## src/img_pkg.sv

```systemverilog
// Package of register map, field positions and reset values for the second interrupt mask group
package img_pkg;
  // ********************************
  // Register map
  // ********************************
  localparam logic [7:0] IMG_MASK_B_ADDR  = 8'h2e;
  localparam int         IMG_DATA_W       = 8;
  // ********************************
  // Field positions
  // ********************************
  localparam int         IMG_BIT_MEASURE  = 3;
  localparam int         IMG_BIT_SUPPLY   = 2;
  localparam int         IMG_BIT_HEAT     = 1;
  localparam int         IMG_BIT_TEMP     = 0;
  localparam int         IMG_TEMP_W       = 2;
  // ********************************
  // Reset values
  // ********************************
  localparam logic [7:0] IMG_MASK_B_RESET = 8'h0b;
  localparam logic [1:0] IMG_TEMP_RESET   = 2'h0;
endpackage : img_pkg

```

## src/img_mask_group.sv

```systemverilog
// Second interrupt mask group register with masked event gating and interrupt request
`timescale 1ns/1ps
`default_nettype none
// Behaviour
// - Bit 3 resets to 1 and, while set, keeps the measurement-ready flag from raising the interrupt.
// - Bit 2 resets to 0 and, while set, keeps the supply lockout flag from raising the interrupt.
// - Bit 1 resets to 1 and, while set, keeps the heat warning flag from raising the interrupt.
// - Bit 0 resets to 1 and, while clear, lets any change of the two-bit temperature level after the first edge out of reset raise the interrupt.
module img_mask_group (
  input  wire logic                          clk_i,
  input  wire logic                          rst_i,
  input  wire logic [7:0]                    reg_addr_i,
  input  wire logic                          reg_wr_i,
  input  wire logic [img_pkg::IMG_DATA_W-1:0] reg_wdata_i,
  output logic [img_pkg::IMG_DATA_W-1:0]     reg_rdata_o,
  input  wire logic                          measure_done_flag_i,
  input  wire logic                          low_supply_lockout_flag_i,
  input  wire logic                          heat_warning_flag_i,
  input  wire logic [img_pkg::IMG_TEMP_W-1:0] temp_level_i,
  output logic                               irq_req_o,
  output logic [3:0]                         irq_block_o
);
  import img_pkg::*;
  // ********************************
  // Register
  // ********************************
  logic [IMG_DATA_W-1:0] mask_reg;
  logic [IMG_DATA_W-1:0] mask_next;
  logic                  hit_mask;
  logic                  temp_change;
  logic                  measure_done_irq_block;
  logic                  low_supply_irq_block;
  logic                  heat_warning_irq_block;
  logic                  temp_irq_block;
  logic [3:0]            events;
  logic [3:0]            blocks;
  logic                  irq_next;
  logic                  wr_hit;
  logic [3:0]            gated;
  logic [3:0]            block_next;
  logic [IMG_DATA_W-1:0] rdata_next;
  logic                  cause_seen;

  // ********************************
  // Decode helpers
  // ********************************
  // One address compare serves the write strobe, the read mux and the checks
  function automatic logic addr_is_mask(input logic [7:0] addr);
    addr_is_mask = (addr == IMG_MASK_B_ADDR);
  endfunction : addr_is_mask

  // Mask bit that guards each entry of the events vector, measure-ready first
  function automatic int src_bit(input int idx);
    case (idx)
      3:       src_bit = IMG_BIT_MEASURE;
      2:       src_bit = IMG_BIT_SUPPLY;
      1:       src_bit = IMG_BIT_HEAT;
      default: src_bit = IMG_BIT_TEMP;
    endcase
  endfunction : src_bit

  assign hit_mask   = addr_is_mask(reg_addr_i);
  assign wr_hit     = reg_wr_i && hit_mask;
  // Reserved bits are stored too, so they read back as written
  assign mask_next  = wr_hit ? reg_wdata_i : mask_reg;
  // Read data is registered, so it trails the address by one edge
  assign rdata_next = hit_mask ? mask_reg : '0;

  assign measure_done_irq_block = mask_reg[IMG_BIT_MEASURE];
  assign low_supply_irq_block   = mask_reg[IMG_BIT_SUPPLY];
  assign heat_warning_irq_block = mask_reg[IMG_BIT_HEAT];
  assign temp_irq_block         = mask_reg[IMG_BIT_TEMP];

  img_temp_watch #(
    .TEMP_W (IMG_TEMP_W)
  ) u_temp (
    .clk_i         (clk_i),
    .rst_i         (rst_i),
    .temp_level_i  (temp_level_i),
    .temp_change_o (temp_change)
  );

  // ********************************
  // Interrupt request
  // ********************************
  assign events   = {measure_done_flag_i, low_supply_lockout_flag_i, heat_warning_flag_i, temp_change};
  assign blocks   = {measure_done_irq_block, low_supply_irq_block, heat_warning_irq_block, temp_irq_block};
  assign block_next = blocks;
  for (genvar g = 0; g < 4; g++) begin : g_src
    // A source passes only while the mask bit that guards it is zero
    assign gated[g] = events[g] & ~mask_reg[src_bit(g)];
    chk_src_pass: assert property (@(posedge clk_i) disable iff (rst_i)
      (events[g] && !mask_reg[src_bit(g)]) |=> irq_req_o)
      else $error("Unmasked source did not raise request");
  end
  // Request is level from the flags; clearing flags upstream clears it
  assign irq_next = |gated;

  // ********************************
  // Registers
  // ********************************
  always_ff @(posedge clk_i) begin
    if (rst_i) begin
      mask_reg <= IMG_MASK_B_RESET;
    end else begin
      mask_reg <= mask_next;
    end
  end

  always_ff @(posedge clk_i) begin
    if (rst_i) begin
      reg_rdata_o <= '0;
    end else begin
      reg_rdata_o <= rdata_next;
    end
  end

  always_ff @(posedge clk_i) begin
    if (rst_i) begin
      irq_req_o <= 1'b0;
    end else begin
      irq_req_o <= irq_next;
    end
  end

  always_ff @(posedge clk_i) begin
    if (rst_i) begin
      irq_block_o <= IMG_MASK_B_RESET[3:0];
    end else begin
      irq_block_o <= block_next;
    end
  end

  // ********************************
  // Checks
  // ********************************
  chk_measure_gate: assert property (@(posedge clk_i) disable iff (rst_i)
    (measure_done_flag_i && !mask_reg[IMG_BIT_MEASURE]) |=> irq_req_o)
    else $error("Measure-ready unmasked did not raise request");
  chk_supply_gate: assert property (@(posedge clk_i) disable iff (rst_i)
    (low_supply_lockout_flag_i && !mask_reg[IMG_BIT_SUPPLY]) |=> irq_req_o)
    else $error("Lockout unmasked did not raise request");
  chk_heat_gate: assert property (@(posedge clk_i) disable iff (rst_i)
    (heat_warning_flag_i && !mask_reg[IMG_BIT_HEAT]) |=> irq_req_o)
    else $error("Heat warning unmasked did not raise request");
  chk_temp_gate: assert property (@(posedge clk_i) disable iff (rst_i)
    (temp_change && !mask_reg[IMG_BIT_TEMP]) |=> irq_req_o)
    else $error("Temperature change unmasked did not raise request");
  chk_all_masked: assert property (@(posedge clk_i) disable iff (rst_i)
    (mask_reg[3:0] == 4'hf) |=> !irq_req_o)
    else $error("Request raised with all sources masked");
  chk_reset_value: assert property (@(posedge clk_i)
    $fell(rst_i) |-> (mask_reg == 8'h0b))
    else $error("Mask reset value wrong");
  chk_write_back: assert property (@(posedge clk_i) disable iff (rst_i)
    (reg_wr_i && hit_mask) |=> (mask_reg == $past(reg_wdata_i)))
    else $error("Written value not stored");
  chk_read_path: assert property (@(posedge clk_i) disable iff (rst_i)
    hit_mask |=> (reg_rdata_o == $past(mask_reg)))
    else $error("Read data mismatch");

  // ********************************
  // Independent cross-checks
  // ********************************
  // Cause is rebuilt from the flags and mask bits, not from the gating vector
  assign cause_seen = (measure_done_flag_i && !mask_reg[IMG_BIT_MEASURE]) ||
                      (low_supply_lockout_flag_i && !mask_reg[IMG_BIT_SUPPLY]) ||
                      (heat_warning_flag_i && !mask_reg[IMG_BIT_HEAT]) ||
                      (temp_change && !mask_reg[IMG_BIT_TEMP]);

  chk_quiet_low: assert property (@(posedge clk_i) disable iff (rst_i)
    !cause_seen
    |=> !irq_req_o)
    else $error("Request raised with no unmasked event");
  chk_request_cause: assert property (@(posedge clk_i) disable iff (rst_i)
    irq_req_o
    |-> $past(cause_seen))
    else $error("Request raised without a cause");
  chk_block_mirror: assert property (@(posedge clk_i) disable iff (rst_i)
    !$past(rst_i)
    |-> (irq_block_o == $past(mask_reg[3:0])))
    else $error("Mask copy differs from mask bits");
  chk_idle_read: assert property (@(posedge clk_i) disable iff (rst_i)
    !hit_mask
    |=> (reg_rdata_o == '0))
    else $error("Unmapped read returned nonzero data");
  chk_other_write: assert property (@(posedge clk_i) disable iff (rst_i)
    (reg_wr_i && !hit_mask)
    |=> $stable(mask_reg))
    else $error("Write to another address changed the mask");
  chk_idle_hold: assert property (@(posedge clk_i) disable iff (rst_i)
    !reg_wr_i
    |=> $stable(mask_reg))
    else $error("Mask changed without a write");
  chk_reserved_write: assert property (@(posedge clk_i) disable iff (rst_i)
    wr_hit
    |=> (mask_reg[7:4] == $past(reg_wdata_i[7:4])))
    else $error("Reserved bits not stored as written");
  chk_upper_reset: assert property (@(posedge clk_i)
    $fell(rst_i) |-> (mask_reg[7:4] == 4'h0))
    else $error("Reserved bits not zero after reset");
  chk_reset_outputs: assert property (@(posedge clk_i)
    $fell(rst_i)
    |-> (!irq_req_o && (reg_rdata_o == '0) && (irq_block_o == IMG_MASK_B_RESET[3:0])))
    else $error("Outputs not at reset values");

  // A set mask bit keeps its own source silent while the other sources are idle
  chk_measure_block: assert property (@(posedge clk_i) disable iff (rst_i)
    (mask_reg[IMG_BIT_MEASURE] && !low_supply_lockout_flag_i && !heat_warning_flag_i && !temp_change)
    |=> !irq_req_o)
    else $error("Masked measure-ready flag raised request");
  chk_supply_block: assert property (@(posedge clk_i) disable iff (rst_i)
    (mask_reg[IMG_BIT_SUPPLY] && !measure_done_flag_i && !heat_warning_flag_i && !temp_change)
    |=> !irq_req_o)
    else $error("Masked lockout flag raised request");
  chk_heat_block: assert property (@(posedge clk_i) disable iff (rst_i)
    (mask_reg[IMG_BIT_HEAT] && !measure_done_flag_i && !low_supply_lockout_flag_i && !temp_change)
    |=> !irq_req_o)
    else $error("Masked heat warning raised request");
  chk_temp_block: assert property (@(posedge clk_i) disable iff (rst_i)
    (mask_reg[IMG_BIT_TEMP] && !measure_done_flag_i && !low_supply_lockout_flag_i && !heat_warning_flag_i)
    |=> !irq_req_o)
    else $error("Masked temperature change raised request");
endmodule : img_mask_group
`default_nettype wire

```

## src/img_temp_watch.sv

```systemverilog
// Die temperature level change detector
`timescale 1ns/1ps
`default_nettype none
module img_temp_watch #(
  parameter int TEMP_W = 2
) (
  input  wire logic              clk_i,
  input  wire logic              rst_i,
  input  wire logic [TEMP_W-1:0] temp_level_i,
  output logic                   temp_change_o
);
  import img_pkg::*;
  // ********************************
  // Change detect
  // ********************************
  // Level comes from logic on this clock, so no synchroniser is needed
  logic [TEMP_W-1:0] last_reg;
  logic              seen_reg;
  logic              change_next;

  assign change_next = seen_reg && (temp_level_i != last_reg);

  always_ff @(posedge clk_i) begin
    if (rst_i) begin
      last_reg      <= TEMP_W'(IMG_TEMP_RESET);
      seen_reg      <= 1'b0;
      temp_change_o <= 1'b0;
    end else begin
      last_reg      <= temp_level_i;
      seen_reg      <= 1'b1;
      temp_change_o <= change_next;
    end
  end

  chk_change_pulse: assert property (@(posedge clk_i) disable iff (rst_i)
    ($past(!rst_i) && !$stable(temp_level_i)) |=> temp_change_o)
    else $error("Temperature change not flagged");
  chk_no_false_change: assert property (@(posedge clk_i) disable iff (rst_i)
    !($past(!rst_i) && !$stable(temp_level_i)) |=> !temp_change_o)
    else $error("Temperature change flagged without a change");
endmodule : img_temp_watch
`default_nettype wire

```

## config.mk

```make
export PLATFORM = sky130hd
export DESIGN_NAME = img_mask_group
export DESIGN_NICKNAME = d
export VERILOG_FILES = /design/src/img_pkg.sv /design/src/img_mask_group.sv /design/src/img_temp_watch.sv
export SDC_FILE = /design/constraint.sdc
export NUM_CORES = 1
export LEC_CHECK = 0
export BUFFER_PORTS_ARGS = -buffer_cell sky130_fd_sc_hd__buf_4
export CORE_MARGIN = 2
export CORE_UTILIZATION = 44
export CTS_CLUSTER_SIZE = 12
export DETAILED_ROUTE_END_ITERATION = 16
export PLACE_DENSITY = 0.85
export SETUP_SLACK_MARGIN = 0.02
export SYNTH_ARGS = -nofsm -noshare
export SYNTH_HDL_FRONTEND = slang
export SYNTH_SLANG_ARGS = --single-unit
```

## constraint.sdc

```tcl
create_clock -name clk_i -period 1.85 [get_ports clk_i]
set_input_delay 0.2775 -clock clk_i [delete_from_list [all_inputs] [get_ports clk_i]]
set_output_delay 0.2775 -clock clk_i [all_outputs]
set_load 0.02 [all_outputs]
```

-- Yosys cells after proc, flatten, opt, wreduce, memory -nomap -nowiden
Index checks and enable logic that the tools add are counted.
- input bits: 24
- register bits after elaboration: 25
- reductions and logical operators: 4
- multiplexer cells: 1
- equality and inequality tests: 2
- bitwise operators: 9
- operators with widths (operator ; number):
    == test 8 x 6 -> 1 bit (second input constant) ; 1
    NOT 1 bit ; 5
    bitwise AND 1 bit ; 4
    OR reduction 4 bit ; 1
    logical AND 1 bit ; 2
    inequality test 2 bit ; 1
    OR reduction 2 bit ; 1
    2-to-1 mux 1 bit ; 1

-- Logic depth before layout (Yosys ltp)
Gate-level depths: netlist (run 1).
- depth after elaboration: 3
- depth in mapped cells: 4
- depth with buffers taken out: 3

-- Modules after synthesis
A second synthesis (run 1) with hierarchy kept.
- cell total of the unflattened synthesis: 80
- area total of the unflattened synthesis: 862.1 µm²
- modules (own cells, without submodules) (module ; area an instance (µm²) ; times used ; cells each):
    img_mask_group ; 738.2 ; 1 ; 70
    img_temp_watch ; 123.9 ; 1 ; 10

-- Worst setup path before layout (run 1)
No wires, ideal clock.
- kind: input to register
- start point: input port reg_addr_i[4]
- end point: register mask_reg[0]
- arrival time: 1.448 ns
- stages on the path: 3
- library setup time: 0.072 ns
- slack: 0.331 ns
- path through: or4b_4 > nor3_4 > mux2i_1
- cells in the longest elaborated chain, start to end: 2
- ends and longest elaborated chain (what ; RTL line ; text):
    start, declared ; img_mask_group.sv:12 ; input wire logic [7:0] reg_addr_i,
    == test 8 x 6 -> 1 bit ; img_mask_group.sv:49 ; addr_is_mask = (addr == IMG_MASK_B_ADDR);
    logical AND 1 bit ; img_mask_group.sv:63 ; assign wr_hit = reg_wr_i && hit_mask;
    end signal, assigned ; img_mask_group.sv:106 ; mask_reg <= mask_next;
    end, declared ; img_mask_group.sv:27 ; logic [IMG_DATA_W-1:0] mask_reg;
Every way passes these cells.
A chain may end at the register's enable or synchronous reset.

-- Worst setup path in the final report (run 1)
- start point: input port reg_addr_i[4]
- end point: register mask_reg[4]
The elaborated chain is that of the path after synthesis.

==> results of run 1 <==
==> metrics by stage <==
| stage | setup slack, ps | utilization (%) |
|---|---|---|
| 3_3_place_gp | 281 | 65.0 |
| 4_1_cts | 560 | 66.5 |
| 5_1_grt | 485 | 66.5 |
| 3_5_place_dp | 218 | 65.0 |
| 6_report | 561 | 66.5 |
| 2_1_floorplan | 331 | - |
==> cell type report <==
class                      instances  share of cell area (%)
clock buffer                       3                    1.92
clock inverter                     1                   0.426
inverter                           8                    2.56
multi-input combinational         45                    25.5
sequential                        25                    42.6
tap                               25                    2.67
timing repair buffer              38                    24.3
==> kinds of logic (layout without fill, tap and decap cells) <==
family                 Yosys count  in the layout  share of synthesized area [%]
AND/OR/NAND/NOR                 32             32                           21.2
flip-flops                      25             25                           59.8
buffers and inverters           10             50                           4.48
multiplexers                     8              8                           9.57
AO/OA/AOI/OAI                    3              3                           2.84
XOR/XNOR                         2              2                           2.09
==> routing by layer <==
layer / global-route usage [%] / vias up
met5: 0 / -
met4: 8.11 / 0
met3: 2.26 / 2
met2: 25.1 / 24
met1: 18.6 / 284
li1: - / 335
==> cell usage after synthesis, drive strengths merged <==
| library cell | n |
|---|---|
| nor4 | 1 |
| inv | 8 |
| nor3 | 3 |
| a22oi | 1 |
| mux2i | 8 |
| or4b | 1 |
| nand2b | 2 |
| and2 | 6 |
| nor2b | 2 |
| nand2 | 10 |
| o211a | 1 |
| nor2 | 6 |
| a31oi | 1 |
| dfxtp | 25 |
| xor2 | 2 |
| nand4b | 1 |
| clkbuf | 2 |
==> worst register-to-register path, delay by kind of cell, from the launching register on <==
kind            cells  cell delay [ps]
compound gates      1              200
flops               1              340
xor+xnor            1              160
==> final timing paths <==
path | endpoint | slack [ps] | cells past startpoint
worst max-delay path | mask_reg[4]$_SDFFE_PP0P_ | 560 | 5
worst min-delay path | u_temp.last_reg[0]$_SDFF_PP0_ | 180 | 2
worst max register to register | u_temp.temp_change_o$_SDFF_PP0_ | 1060 | 2
worst min register to register | u_temp.temp_change_o$_SDFF_PP0_ | 450 | 1
==> cell usage in the layout, fill, tap and decap left out <==
master / n
sky130_fd_sc_hd__nor2_1: 6
sky130_fd_sc_hd__nor2b_1: 2
sky130_fd_sc_hd__or4b_4: 1
sky130_fd_sc_hd__nand2_1: 10
sky130_fd_sc_hd__a31oi_1: 1
sky130_fd_sc_hd__clkbuf_4: 3
sky130_fd_sc_hd__nor3_4: 1
sky130_fd_sc_hd__inv_1: 8
sky130_fd_sc_hd__nand4b_1: 1
sky130_fd_sc_hd__o211a_1: 1
sky130_fd_sc_hd__mux2i_1: 8
sky130_fd_sc_hd__dfxtp_1: 25
sky130_fd_sc_hd__nand2b_1: 2
sky130_fd_sc_hd__xor2_1: 2
sky130_fd_sc_hd__clkinv_2: 1
sky130_fd_sc_hd__a22oi_1: 1
sky130_fd_sc_hd__and2_1: 6
sky130_fd_sc_hd__nor4_1: 1
sky130_fd_sc_hd__nor3_1: 2
sky130_fd_sc_hd__buf_4: 38
==> power breakdown <==
| group | switching [mW] | total, mW | leakage [nW] | internal (mW) |
|---|---|---|---|---|
| Clock | 0.154 | 0.234 | 0.0177 | 0.0807 |
| Sequential | 0.00231 | 0.547 | 0.203 | 0.545 |
| Combinational | 0.0246 | 0.0662 | 0.319 | 0.0415 |
==> impl_results.html, run 1 <==
<table>
<tr><th>Metric</th><th>Value</th></tr>
<tr><th colspan="2">Critical path</th></tr>
<tr><td>Startpoint-to-endpoint class of the critical path</td><td>input port to flip-flop</td></tr>
<tr><td>Worst setup path startpoint</td><td>reg_addr_i[4]</td></tr>
<tr><td>Slowest cell delay on critical path</td><td>570 ps</td></tr>
<tr><td>Critical Path RT</td><td>2090 ps</td></tr>
<tr><td>Worst setup EP type</td><td>flip-flop</td></tr>
<tr><td>Startpoint class of the critical path</td><td>input port</td></tr>
<tr><td>Critical path buffers and inverters</td><td>2</td></tr>
<tr><td>Arrival time at the worst endpoint</td><td>1530 ps</td></tr>
<tr><td>Max stage delay cell, worst path</td><td>sky130_fd_sc_hd__or4b_4</td></tr>
<tr><td>Ordered cell list for the critical path</td><td>buf_4 -&gt; or4b_4 -&gt; nor3_4 -&gt; buf_4 -&gt; mux2i_1</td></tr>
<tr><td>Source of the worst register-to-register timing path</td><td>u_temp.last_reg[0]$_SDFF_PP0_</td></tr>
<tr><td>Cell family with the largest share of critical-path delay</td><td>simple AND/OR/NAND/NOR gates</td></tr>
<tr><td>Crit path top cell by count</td><td>sky130_fd_sc_hd__buf_4</td></tr>
<tr><td>Crit-path max FO</td><td>8</td></tr>
<tr><th colspan="2">Floorplanning</th></tr>
<tr><td>Die area</td><td>0.00227 mm²</td></tr>
<tr><td>Number of placement rows</td><td>15</td></tr>
<tr><td>Area of the core</td><td>0.00176 mm²</td></tr>
<tr><td>Effective utilization at floorplan</td><td>47.4%</td></tr>
<tr><td>Die height</td><td>47.6 µm</td></tr>
<tr><td>Floorplan die width</td><td>47.6 µm</td></tr>
<tr><td>I/O Pins</td><td>37</td></tr>
<tr><th colspan="2">Placed design</th></tr>
<tr><td>Port Buffers</td><td>36</td></tr>
<tr><td>Sum of net half-perimeters after detailed placement</td><td>1240 µm</td></tr>
<tr><td>Number of cells in the design after placement</td><td>141</td></tr>
<tr><td>Weighted congestion at the end of routability-driven global placement</td><td>0.734</td></tr>
<tr><td>Cell area reported after detailed placement</td><td>0.00115 mm²</td></tr>
<tr><th colspan="2">GRT</th></tr>
<tr><td>Number of global-route vias before repair</td><td>558</td></tr>
<tr><td>Wire length of the first global-routing pass</td><td>2300 µm</td></tr>
<tr><td>Initial antenna violation count</td><td>0</td></tr>
<tr><td>Global-route total usage across every layer</td><td>15.0%</td></tr>
<tr><td>Global-route congestion overflow total</td><td>0</td></tr>
<tr><td>Maximum number of pins on one net before global-route repair</td><td>15</td></tr>
<tr><th colspan="2">Hold path</th></tr>
<tr><td>Hold Crit Class</td><td>input port to flip-flop</td></tr>
<tr><td>Launch instance of the worst min-delay path</td><td>temp_level_i[0]</td></tr>
<tr><th colspan="2">CTS</th></tr>
<tr><td>Clock latency on the worst-skew pair</td><td>310 ps</td></tr>
<tr><td>H-Tree Level Count</td><td>1</td></tr>
<tr><td>Master cell of the clock root buffer</td><td>sky130_fd_sc_hd__clkbuf_4</td></tr>
<tr><td>Clock Pin Slew Worst Setup and Hold Paths</td><td>140 ps</td></tr>
<tr><td>Clock tree from TritonCTS</td><td>built</td></tr>
<tr><td>Number of buffers inserted for hold repair after clock tree synthesis</td><td>0</td></tr>
<tr><td>Max Buffers Root-to-Sink</td><td>2</td></tr>
<tr><td>Sink Count</td><td>25</td></tr>
<tr><td>Number of CTS-inserted buffers</td><td>3</td></tr>
<tr><td>Cells resized by post-CTS repair</td><td>0</td></tr>
<tr><td>Buffer count from post-CTS setup fixing</td><td>0</td></tr>
<tr><th colspan="2">Timing</th></tr>
<tr><td>Unrepaired setup endpoints after global routing</td><td>false</td></tr>
<tr><td>Worst hold slack</td><td>178 ps</td></tr>
<tr><td>Number of max-slew violations in the final report</td><td>0</td></tr>
<tr><td>Minimum period implied by the final worst setup slack</td><td>1290 ps</td></tr>
<tr><td>Worst max-slew margin expressed relative to the limit</td><td>77.1%</td></tr>
<tr><td>Final count of negative-setup-slack endpoints</td><td>0</td></tr>
<tr><td>Clock tree skew after final layout</td><td>11.4 ps</td></tr>
<tr><td>Crit share post-route</td><td>69.7%</td></tr>
<tr><td>Transition time of the tightest slew-check pin</td><td>343 ps</td></tr>
<tr><td>Number of failing hold endpoints at the final stage</td><td>0</td></tr>
<tr><td>Maximum clock rate</td><td>776 MHz</td></tr>
<tr><td>Final total negative setup slack</td><td>0 ps</td></tr>
<tr><th colspan="2">Yosys</th></tr>
<tr><td>Yosys reg bits</td><td>25</td></tr>
<tr><td>Mapped cell area</td><td>837 µm²</td></tr>
<tr><td>Warning count from the yosys run</td><td>0</td></tr>
<tr><td>Synthesized area divided by synthesized cell count</td><td>10.5 µm²</td></tr>
<tr><td>Top cells by area in the synthesized netlist</td><td>sky130_fd_sc_hd__dfxtp_1, sky130_fd_sc_hd__mux2i_1, sky130_fd_sc_hd__and2_1</td></tr>
<tr><td>Count of unique library cells instantiated by Yosys</td><td>18</td></tr>
<tr><td>Register area share after synthesis</td><td>59.8%</td></tr>
<tr><td>Cells after Synth</td><td>80</td></tr>
<tr><td>Dominant cell type by area after synthesis</td><td>sky130_fd_sc_hd__dfxtp_1</td></tr>
<tr><td>Syn Nets</td><td>104</td></tr>
<tr><td>Proportion of netlist area held by the largest area contributor</td><td>59.8%</td></tr>
<tr><th colspan="2">Routing</th></tr>
<tr><td>Routed length on met3</td><td>90 µm</td></tr>
<tr><td>Met1 Wirelength</td><td>656 µm</td></tr>
<tr><td>Final WL</td><td>1570 µm</td></tr>
<tr><td>Detailed-route wire length per cell</td><td>10.8 µm</td></tr>
<tr><td>Via count</td><td>645</td></tr>
<tr><td>Top layer in use</td><td>met4</td></tr>
<tr><td>Initial detailed-routing violation count</td><td>6</td></tr>
<tr><td>DRC</td><td>0</td></tr>
<tr><td>Met2 Wirelength</td><td>806 µm</td></tr>
<tr><td>Number of routed nets with antenna violations</td><td>0</td></tr>
<tr><td>Pre-Repair DR Iteration Count</td><td>4</td></tr>
<tr><td>Detail-routed via count per cell</td><td>4.45</td></tr>
<tr><th colspan="2">Status</th></tr>
<tr><td>Run status</td><td>finished clean</td></tr>
<tr><th colspan="2">Pwr</th></tr>
<tr><td>Worst-case vdd ir drop</td><td>0.000406 V</td></tr>
<tr><td>Final Power</td><td>0.848 mW</td></tr>
<tr><td>Power Density</td><td>722 mW/mm²</td></tr>
<tr><td>Leakage power total</td><td>0.540 nW</td></tr>
<tr><th colspan="2">Final layout</th></tr>
<tr><td>Share of final-layout standard cells stronger than drive strength 1</td><td>36.7%</td></tr>
<tr><td>Area occupied by registers</td><td>500 µm²</td></tr>
<tr><td>Multi-input gate area in the final layout</td><td>299 µm²</td></tr>
<tr><td>FILL cells</td><td>153</td></tr>
<tr><td>Final-stage net count</td><td>145</td></tr>
<tr><td>Layout Cell Area excl Fill</td><td>0.00117 mm²</td></tr>
<tr><td>Number of antenna diodes</td><td>0</td></tr>
<tr><td>Non-filler instance count after layout</td><td>145</td></tr>
<tr><td>Layout Area Growth over Synthesis</td><td>40.2%</td></tr>
<tr><th colspan="2">Run</th></tr>
<tr><td>Count of maximum capacitance violations</td><td>0</td></tr>
</table>
(Power assumes the default switching activity.)
==> run 2: changes to the inputs <==
CORE_UTILIZATION = 40   (was 44)
PLACE_DENSITY = 0.82   (was 0.85)
clock period = 1.16 ns   (was 1.85 ns; I/O delays follow)
==> run 2 against run 1 <==
The run now ends with negative setup slack left. Clock skew down 6.6 ps. Non-clock buffer count is 4 higher. Via count rose by 6.4%. Combinational power rose by 72%. Sequential cell count unchanged. Wire length rose by 4.1%. Sequential share of layout area fell by 1.7 points. Utilization decreased by 4.3 points. Final cell count is 4.1% higher. Critical path type unchanged. Critical endpoint is now mask_reg[0]$_SDFFE_PP1P_. Largest power group unchanged.
==> impl_results.html, run 2 (same netlist as run 1, synthesis figures left out) <==
<table>
<tr><th>Metric</th><th>Value</th></tr>
<tr><th colspan="2">Status</th></tr>
<tr><td>Run status</td><td>complete, but fails checks</td></tr>
<tr><td>Failing checks</td><td>negative setup slack</td></tr>
<tr><th colspan="2">Critical path</th></tr>
<tr><td>Startpoint class of the critical path</td><td>input port</td></tr>
<tr><td>FF-to-FF path depth</td><td>2</td></tr>
<tr><td>Path length in cells of the critical path</td><td>5</td></tr>
<tr><td>Cell family with the largest share of critical-path delay</td><td>simple AND/OR/NAND/NOR gates</td></tr>
<tr><td>Crit path top cell by count</td><td>sky130_fd_sc_hd__buf_6</td></tr>
<tr><td>Reg-to-reg slack, setup</td><td>340 ps</td></tr>
<tr><td>Slowest cell delay on critical path</td><td>560 ps</td></tr>
<tr><td>Startpoint-to-endpoint class of the critical path</td><td>input port to flip-flop</td></tr>
<tr><td>Critical Path RT</td><td>1390 ps</td></tr>
<tr><td>Ordered cell list for the critical path</td><td>buf_6 -&gt; or4b_4 -&gt; nor3_4 -&gt; buf_6 -&gt; mux2i_2</td></tr>
<tr><td>Arrival time at the worst endpoint</td><td>1410 ps</td></tr>
<tr><td>Critical path buffers and inverters</td><td>2</td></tr>
<tr><td>Max stage delay cell, worst path</td><td>sky130_fd_sc_hd__or4b_4</td></tr>
<tr><td>Crit-path max FO</td><td>4</td></tr>
<tr><td>Worst setup EP type</td><td>flip-flop</td></tr>
<tr><th colspan="2">Routing</th></tr>
<tr><td>DRC</td><td>0</td></tr>
<tr><td>Pre-Repair DR Iteration Count</td><td>4</td></tr>
<tr><td>Initial detailed-routing violation count</td><td>13</td></tr>
<tr><td>Number of routed nets with antenna violations</td><td>0</td></tr>
<tr><td>Final WL</td><td>1640 µm</td></tr>
<tr><td>Detail-routed via count per cell</td><td>4.54</td></tr>
<tr><td>Via count</td><td>686</td></tr>
<tr><td>Detailed-route wire length per cell</td><td>10.8 µm</td></tr>
<tr><th colspan="2">Pwr</th></tr>
<tr><td>Clk pwr share</td><td>26.8%</td></tr>
<tr><td>Switch Pwr</td><td>0.279 mW</td></tr>
<tr><td>Switching Fraction</td><td>20.7%</td></tr>
<tr><td>Part of the total power dissipated in sequential elements</td><td>64.7%</td></tr>
<tr><td>Part of the power in combinational logic</td><td>8.5%</td></tr>
<tr><td>Int Pwr</td><td>1.07 mW</td></tr>
<tr><td>Leakage power total</td><td>0.562 nW</td></tr>
<tr><td>Worst-case vdd ir drop</td><td>0.000630 V</td></tr>
<tr><td>Power Density</td><td>1100 mW/mm²</td></tr>
<tr><th colspan="2">Floorplanning</th></tr>
<tr><td>Die area</td><td>0.00247 mm²</td></tr>
<tr><td>Effective utilization at floorplan</td><td>42.7%</td></tr>
<tr><td>I/O Pins</td><td>37</td></tr>
<tr><td>Floorplan die width</td><td>49.7 µm</td></tr>
<tr><td>Number of placement rows</td><td>16</td></tr>
<tr><td>Area of the core</td><td>0.00196 mm²</td></tr>
<tr><td>Die height</td><td>49.7 µm</td></tr>
<tr><th colspan="2">GRT</th></tr>
<tr><td>Wire length of the first global-routing pass</td><td>2700 µm</td></tr>
<tr><td>Global-route congestion overflow total</td><td>0</td></tr>
<tr><td>Global-route total usage across every layer</td><td>14.2%</td></tr>
<tr><td>Maximum number of pins on one net before global-route repair</td><td>15</td></tr>
<tr><td>Number of global-route vias before repair</td><td>659</td></tr>
<tr><td>Initial antenna violation count</td><td>0</td></tr>
<tr><th colspan="2">Timing</th></tr>
<tr><td>Number of failing hold endpoints at the final stage</td><td>0</td></tr>
<tr><td>Final count of negative-setup-slack endpoints</td><td>1</td></tr>
<tr><td>Worst setup margin</td><td>-22.3 ps</td></tr>
<tr><td>Minimum period implied by the final worst setup slack</td><td>1180 ps</td></tr>
<tr><td>Transition time of the tightest slew-check pin</td><td>222 ps</td></tr>
<tr><td>Number of max-slew violations in the final report</td><td>0</td></tr>
<tr><td>Maximum clock rate</td><td>846 MHz</td></tr>
<tr><td>Crit share post-route</td><td>102%</td></tr>
<tr><td>Clock tree skew after final layout</td><td>4.72 ps</td></tr>
<tr><td>Unrepaired setup endpoints after global routing</td><td>true</td></tr>
<tr><td>Worst max-slew margin expressed relative to the limit</td><td>85.1%</td></tr>
<tr><th colspan="2">Final layout</th></tr>
<tr><td>Share of final-layout standard cells stronger than drive strength 1</td><td>39.5%</td></tr>
<tr><td>Final-stage net count</td><td>149</td></tr>
<tr><td>Layout Area Growth over Synthesis</td><td>45.9%</td></tr>
<tr><td>Number of antenna diodes</td><td>0</td></tr>
<tr><td>Layout Utilization</td><td>62.2%</td></tr>
<tr><td>Most common cell after layout, fill and taps aside</td><td>sky130_fd_sc_hd__buf_4</td></tr>
<tr><td>Non-filler instance count after layout</td><td>151</td></tr>
<tr><td>Commonest cells after routing, fill and taps aside</td><td>sky130_fd_sc_hd__buf_4, sky130_fd_sc_hd__dfxtp_1, sky130_fd_sc_hd__nand2_1, sky130_fd_sc_hd__inv_1, sky130_fd_sc_hd__mux2i_1</td></tr>
<tr><th colspan="2">CTS</th></tr>
<tr><td>H-Tree Level Count</td><td>1</td></tr>
<tr><td>Clock tree from TritonCTS</td><td>built</td></tr>
<tr><td>Clock latency on the worst-skew pair</td><td>300 ps</td></tr>
<tr><td>Sink Count</td><td>25</td></tr>
<tr><td>Clock Pin Slew Worst Setup and Hold Paths</td><td>130 ps</td></tr>
<tr><td>Master cell of the clock root buffer</td><td>sky130_fd_sc_hd__clkbuf_4</td></tr>
<tr><td>Max Buffers Root-to-Sink</td><td>2</td></tr>
<tr><td>Number of CTS-inserted buffers</td><td>3</td></tr>
<tr><th colspan="2">Placed design</th></tr>
<tr><td>Sum of net half-perimeters after detailed placement</td><td>1320 µm</td></tr>
<tr><td>Number of cells in the design after placement</td><td>146</td></tr>
<tr><td>Weighted congestion at the end of routability-driven global placement</td><td>0.688</td></tr>
<tr><td>Worst slack, placed</td><td>-362 ps</td></tr>
<tr><td>Port Buffers</td><td>36</td></tr>
<tr><th colspan="2">Run</th></tr>
<tr><td>Count of maximum capacitance violations</td><td>0</td></tr>
<tr><th colspan="2">Hold path</th></tr>
<tr><td>Cell count of the worst hold path</td><td>2</td></tr>
<tr><td>Hold Crit Class</td><td>input port to flip-flop</td></tr>
</table>
-- run 2: cell types whose count changed in the layout (fill, tap and decap cells not counted), sizes merged --
cell	change
buf	+4
-- run 2: what timing repair did --
action,in CTS,in global routing
buffers inserted,1,0
resized for setup,3,1
hold buffers,0,0
setup endpoints to repair,3,5
cloned,0,0
pin swaps,2,1
-- run 2: final timing paths --
| path | startpoint | endpoint |
|---|---|---|
| hold reg to reg | mask_reg[4]$_SDFFE_PP0P_ | mask_reg[4]$_SDFFE_PP0P_ |
| setup / recovery | reg_addr_i[6] | mask_reg[0]$_SDFFE_PP1P_ |
| setup reg to reg | u_temp.last_reg[1]$_SDFF_PP0_ | u_temp.temp_change_o$_SDFF_PP0_ |
| hold / removal | temp_level_i[0] | u_temp.last_reg[0]$_SDFF_PP0_ |
-- run 2: power by group through the flow --
stage	Clock, mW	Combinational [mW]	Sequential, mW
3_5_place_dp	0	0.111	0.891
5_1_grt	0.416	0.123	0.874
3_3_place_gp	0	0.108	0.891
4_1_cts	0.370	0.115	0.872
6_report	0.361	0.114	0.872
2_1_floorplan	0	0.0342	0.894
-- run 2: stage by stage --
stage	power, mW	hold slack, ps	setup TNS [ps]	area [µm²]
after floorplan	0.928	302	-2690	837
after global placement	0.999	405	-3760	1170
after detailed placement	1.00	410	-4060	1170
after CTS	1.36	90.2	-33.0	1220
after global routing	1.41	97.0	-63.6	1220
final	1.35	96.0	-22.3	1220
-- run 2: area by class of cell --
type | instances | area [µm²]
fillers | 175 | 741
well taps | 27 | 33.8
repair buffers | 42 | 327
clock inverters | 1 | 5.00
multi-input cells | 45 | 303
clock buffers | 3 | 22.5
flip-flops and latches | 25 | 500
inverters | 8 | 30.0
-- run 2: per-layer routing --
layer  wire length [µm]  track usage, %  vias to the layer above
li1                   -               -                      342
met1                591            14.9                      312
met2                912            28.0                       30
met3                116            2.42                        2
met4                 14            4.17                        0
met5                  0               0                        -
==> run 3: changes to the inputs <==
BUFFER_PORTS_ARGS = -buffer_cell sky130_fd_sc_hd__buf_2   (was -buffer_cell sky130_fd_sc_hd__buf_4)
==> run 3 against run 2 <==
Largest cell class unchanged. Utilization shrank 5.7 points. Die area is the same. Combinational power shrank 24%. Global-route usage shrank 0.82 points. Clock power grew 6.9%. Via count shrank 4.7%. Fmax grew 5.4%. Largest power group unchanged. Hold slack lost 8.8 ps. Wire length shrank 9.0%. Setup slack gained 60 ps. The flow now finishes without violations.
==> impl_results.html, run 3 (same netlist as run 1, synthesis figures left out) <==
<table>
<tr><th>Metric</th><th>Value</th></tr>
<tr><th colspan="2">Status</th></tr>
<tr><td>Run status</td><td>finished clean</td></tr>
<tr><th colspan="2">Floorplanning</th></tr>
<tr><td>Effective utilization at floorplan</td><td>42.7%</td></tr>
<tr><td>Area of the core</td><td>0.00196 mm²</td></tr>
<tr><td>Die area</td><td>0.00247 mm²</td></tr>
<tr><td>Die height</td><td>49.7 µm</td></tr>
<tr><td>I/O Pins</td><td>37</td></tr>
<tr><td>Number of placement rows</td><td>16</td></tr>
<tr><td>Floorplan die width</td><td>49.7 µm</td></tr>
<tr><th colspan="2">Timing</th></tr>
<tr><td>Maximum clock rate</td><td>891 MHz</td></tr>
<tr><td>Minimum period implied by the final worst setup slack</td><td>1120 ps</td></tr>
<tr><td>Worst max-slew margin expressed relative to the limit</td><td>79.5%</td></tr>
<tr><td>Transition time of the tightest slew-check pin</td><td>306 ps</td></tr>
<tr><td>Final count of negative-setup-slack endpoints</td><td>0</td></tr>
<tr><td>Number of failing hold endpoints at the final stage</td><td>0</td></tr>
<tr><td>Unrepaired setup endpoints after global routing</td><td>true</td></tr>
<tr><td>Number of max-slew violations in the final report</td><td>0</td></tr>
<tr><td>Clock tree skew after final layout</td><td>12.7 ps</td></tr>
<tr><td>Crit share post-route</td><td>96.7%</td></tr>
<tr><th colspan="2">Hold path</th></tr>
<tr><td>Cell count of the worst hold path</td><td>3</td></tr>
<tr><td>Launch instance of the worst min-delay path</td><td>reg_wdata_i[4]</td></tr>
<tr><td>Hold Crit Class</td><td>input port to flip-flop</td></tr>
<tr><th colspan="2">Pwr</th></tr>
<tr><td>Switch Pwr</td><td>0.299 mW</td></tr>
<tr><td>Clk pwr share</td><td>28.7%</td></tr>
<tr><td>Power Density</td><td>1210 mW/mm²</td></tr>
<tr><td>Leakage power total</td><td>0.520 nW</td></tr>
<tr><td>Worst-case vdd ir drop</td><td>0.000499 V</td></tr>
<tr><td>Final Power</td><td>1.35 mW</td></tr>
<tr><td>Part of the power in combinational logic</td><td>6.4%</td></tr>
<tr><td>Part of the total power dissipated in sequential elements</td><td>64.9%</td></tr>
<tr><td>Switching Fraction</td><td>22.2%</td></tr>
<tr><td>Int Pwr</td><td>1.05 mW</td></tr>
<tr><th colspan="2">Critical path</th></tr>
<tr><td>Startpoint class of the critical path</td><td>input port</td></tr>
<tr><td>Ordered cell list for the critical path</td><td>buf_6 -&gt; or4b_4 -&gt; nor3_4 -&gt; buf_6 -&gt; mux2i_1</td></tr>
<tr><td>Path length in cells of the critical path</td><td>5</td></tr>
<tr><td>Slowest cell delay on critical path</td><td>560 ps</td></tr>
<tr><td>Max stage delay cell, worst path</td><td>sky130_fd_sc_hd__or4b_4</td></tr>
<tr><td>FF-to-FF path depth</td><td>2</td></tr>
<tr><td>Worst setup path startpoint</td><td>reg_addr_i[4]</td></tr>
<tr><td>Arrival time at the worst endpoint</td><td>1370 ps</td></tr>
<tr><td>Crit path top cell by count</td><td>sky130_fd_sc_hd__buf_6</td></tr>
<tr><td>Startpoint-to-endpoint class of the critical path</td><td>input port to flip-flop</td></tr>
<tr><td>Critical path buffers and inverters</td><td>2</td></tr>
<tr><td>Source of the worst register-to-register timing path</td><td>u_temp.last_reg[1]$_SDFF_PP0_</td></tr>
<tr><td>Cell family with the largest share of critical-path delay</td><td>simple AND/OR/NAND/NOR gates</td></tr>
<tr><td>Worst setup EP type</td><td>flip-flop</td></tr>
<tr><td>Crit-path max FO</td><td>4</td></tr>
<tr><td>Critical Path RT</td><td>1410 ps</td></tr>
<tr><th colspan="2">GRT</th></tr>
<tr><td>Number of global-route vias before repair</td><td>603</td></tr>
<tr><td>Global-route congestion overflow total</td><td>0</td></tr>
<tr><td>Wire length of the first global-routing pass</td><td>2500 µm</td></tr>
<tr><td>Global-route total usage across every layer</td><td>13.3%</td></tr>
<tr><td>Maximum number of pins on one net before global-route repair</td><td>16</td></tr>
<tr><td>Initial antenna violation count</td><td>0</td></tr>
<tr><th colspan="2">CTS</th></tr>
<tr><td>Clock tree from TritonCTS</td><td>built</td></tr>
<tr><td>Buffer count from post-CTS setup fixing</td><td>0</td></tr>
<tr><td>Clock latency on the worst-skew pair</td><td>320 ps</td></tr>
<tr><td>Sink Count</td><td>25</td></tr>
<tr><td>Max Buffers Root-to-Sink</td><td>2</td></tr>
<tr><td>Clock Pin Slew Worst Setup and Hold Paths</td><td>140 ps</td></tr>
<tr><td>Master cell of the clock root buffer</td><td>sky130_fd_sc_hd__clkbuf_4</td></tr>
<tr><td>H-Tree Level Count</td><td>1</td></tr>
<tr><td>Number of CTS-inserted buffers</td><td>3</td></tr>
<tr><th colspan="2">Placed design</th></tr>
<tr><td>Sum of net half-perimeters after detailed placement</td><td>1210 µm</td></tr>
<tr><td>Weighted congestion at the end of routability-driven global placement</td><td>0.688</td></tr>
<tr><td>Cell area reported after detailed placement</td><td>0.00107 mm²</td></tr>
<tr><td>Port Buffers</td><td>36</td></tr>
<tr><th colspan="2">Final layout</th></tr>
<tr><td>Commonest cells after routing, fill and taps aside</td><td>sky130_fd_sc_hd__buf_2, sky130_fd_sc_hd__dfxtp_1, sky130_fd_sc_hd__nand2_1, sky130_fd_sc_hd__inv_1, sky130_fd_sc_hd__mux2i_1</td></tr>
<tr><td>Most common cell after layout, fill and taps aside</td><td>sky130_fd_sc_hd__buf_2</td></tr>
<tr><td>FILL cells</td><td>201</td></tr>
<tr><td>Layout Area Growth over Synthesis</td><td>32.6%</td></tr>
<tr><td>Share of final-layout standard cells stronger than drive strength 1</td><td>37.2%</td></tr>
<tr><td>Layout Cell Area excl Fill</td><td>0.00111 mm²</td></tr>
<tr><td>Final-stage net count</td><td>146</td></tr>
<tr><td>Number of antenna diodes</td><td>0</td></tr>
<tr><th colspan="2">Routing</th></tr>
<tr><td>Number of routed nets with antenna violations</td><td>0</td></tr>
<tr><td>DRC</td><td>0</td></tr>
<tr><td>Final WL</td><td>1490 µm</td></tr>
<tr><td>Detail-routed via count per cell</td><td>4.42</td></tr>
<tr><td>Pre-Repair DR Iteration Count</td><td>4</td></tr>
<tr><td>Via count</td><td>654</td></tr>
<tr><td>Initial detailed-routing violation count</td><td>7</td></tr>
<tr><td>Detailed-route wire length per cell</td><td>10.1 µm</td></tr>
<tr><th colspan="2">Run</th></tr>
<tr><td>Count of maximum capacitance violations</td><td>0</td></tr>
</table>
==> run 3: cell types whose count changed in the layout (fill, tap and decap cells not counted), sizes merged <==
cell / previous run / this run
clkinvlp: 0 / 1
clkinv: 1 / 0
buf: 42 / 39
==> run 3: metrics by stage <==
step           utilization, %  setup slack (ps)  setup TNS (ps)  std cells  hold slack [ps]
2_1_floorplan               -              -256           -2690         80              302
3_3_place_gp             54.3              -263           -3550        144              416
3_5_place_dp             54.3              -301           -4000        144              420
4_1_cts                  55.9              30.9               0        148             80.8
5_1_grt                  56.6             -13.5           -23.3        148             81.7
6_report                 56.6              38.0               0        148             87.2
==> run 3: worst min-delay path: stages <==
cell and delay [ps]:
sky130_fd_sc_hd__buf_2 100, sky130_fd_sc_hd__nand2_1 50, sky130_fd_sc_hd__mux2i_1 50
==> run 3: final timing paths <==
kind,slack [ps],end
worst max-delay path,40,mask_reg[5]$_SDFFE_PP0P_
worst min-delay path,90,mask_reg[4]$_SDFFE_PP0P_
worst max register to register,330,u_temp.temp_change_o$_SDFF_PP0_
worst min register to register,470,reg_rdata_o[5]$_SDFF_PP0_
==> run 3: layout make-up <==
class | count | area, µm² | share of cell area [%]
Clock inverter | 1 | 7.51 | 0.676
Clock buffer | 3 | 22.5 | 2.03
Timing Repair Buffer | 39 | 216 | 19.5
Tap cell | 27 | 33.8 | 3.04
Sequential cell | 25 | 500 | 45.1
Multi-Input combinational cell | 45 | 299 | 26.9
Inverter | 8 | 30.0 | 2.71
==> run 3: power by group through the flow <==
| stage | logic (mW) | registers, mW | clock network [mW] |
|---|---|---|---|
| floorplan | 0.0342 | 0.894 | 0 |
| CTS | 0.0851 | 0.872 | 0.396 |
| detailed placement | 0.0848 | 0.891 | 0 |
| global placement | 0.0814 | 0.891 | 0 |
| global route | 0.0972 | 0.874 | 0.437 |
| finish | 0.0865 | 0.872 | 0.386 |
==> run 3: metal layers <==
layer / vias up / routed length, µm / track usage, %
met5: - / 0 / 0
met4: 0 / 28 / 6.94
met3: 5 / 93 / 1.82
met2: 27 / 749 / 24.2
met1: 284 / 617 / 15.0
li1: 338 / - / -
==> run 3: repair_timing <==
item | CTS | global route
hold buffers | 0 | 0
setup endpoints to repair | 0 | 9
gates resized for setup | 0 | 3
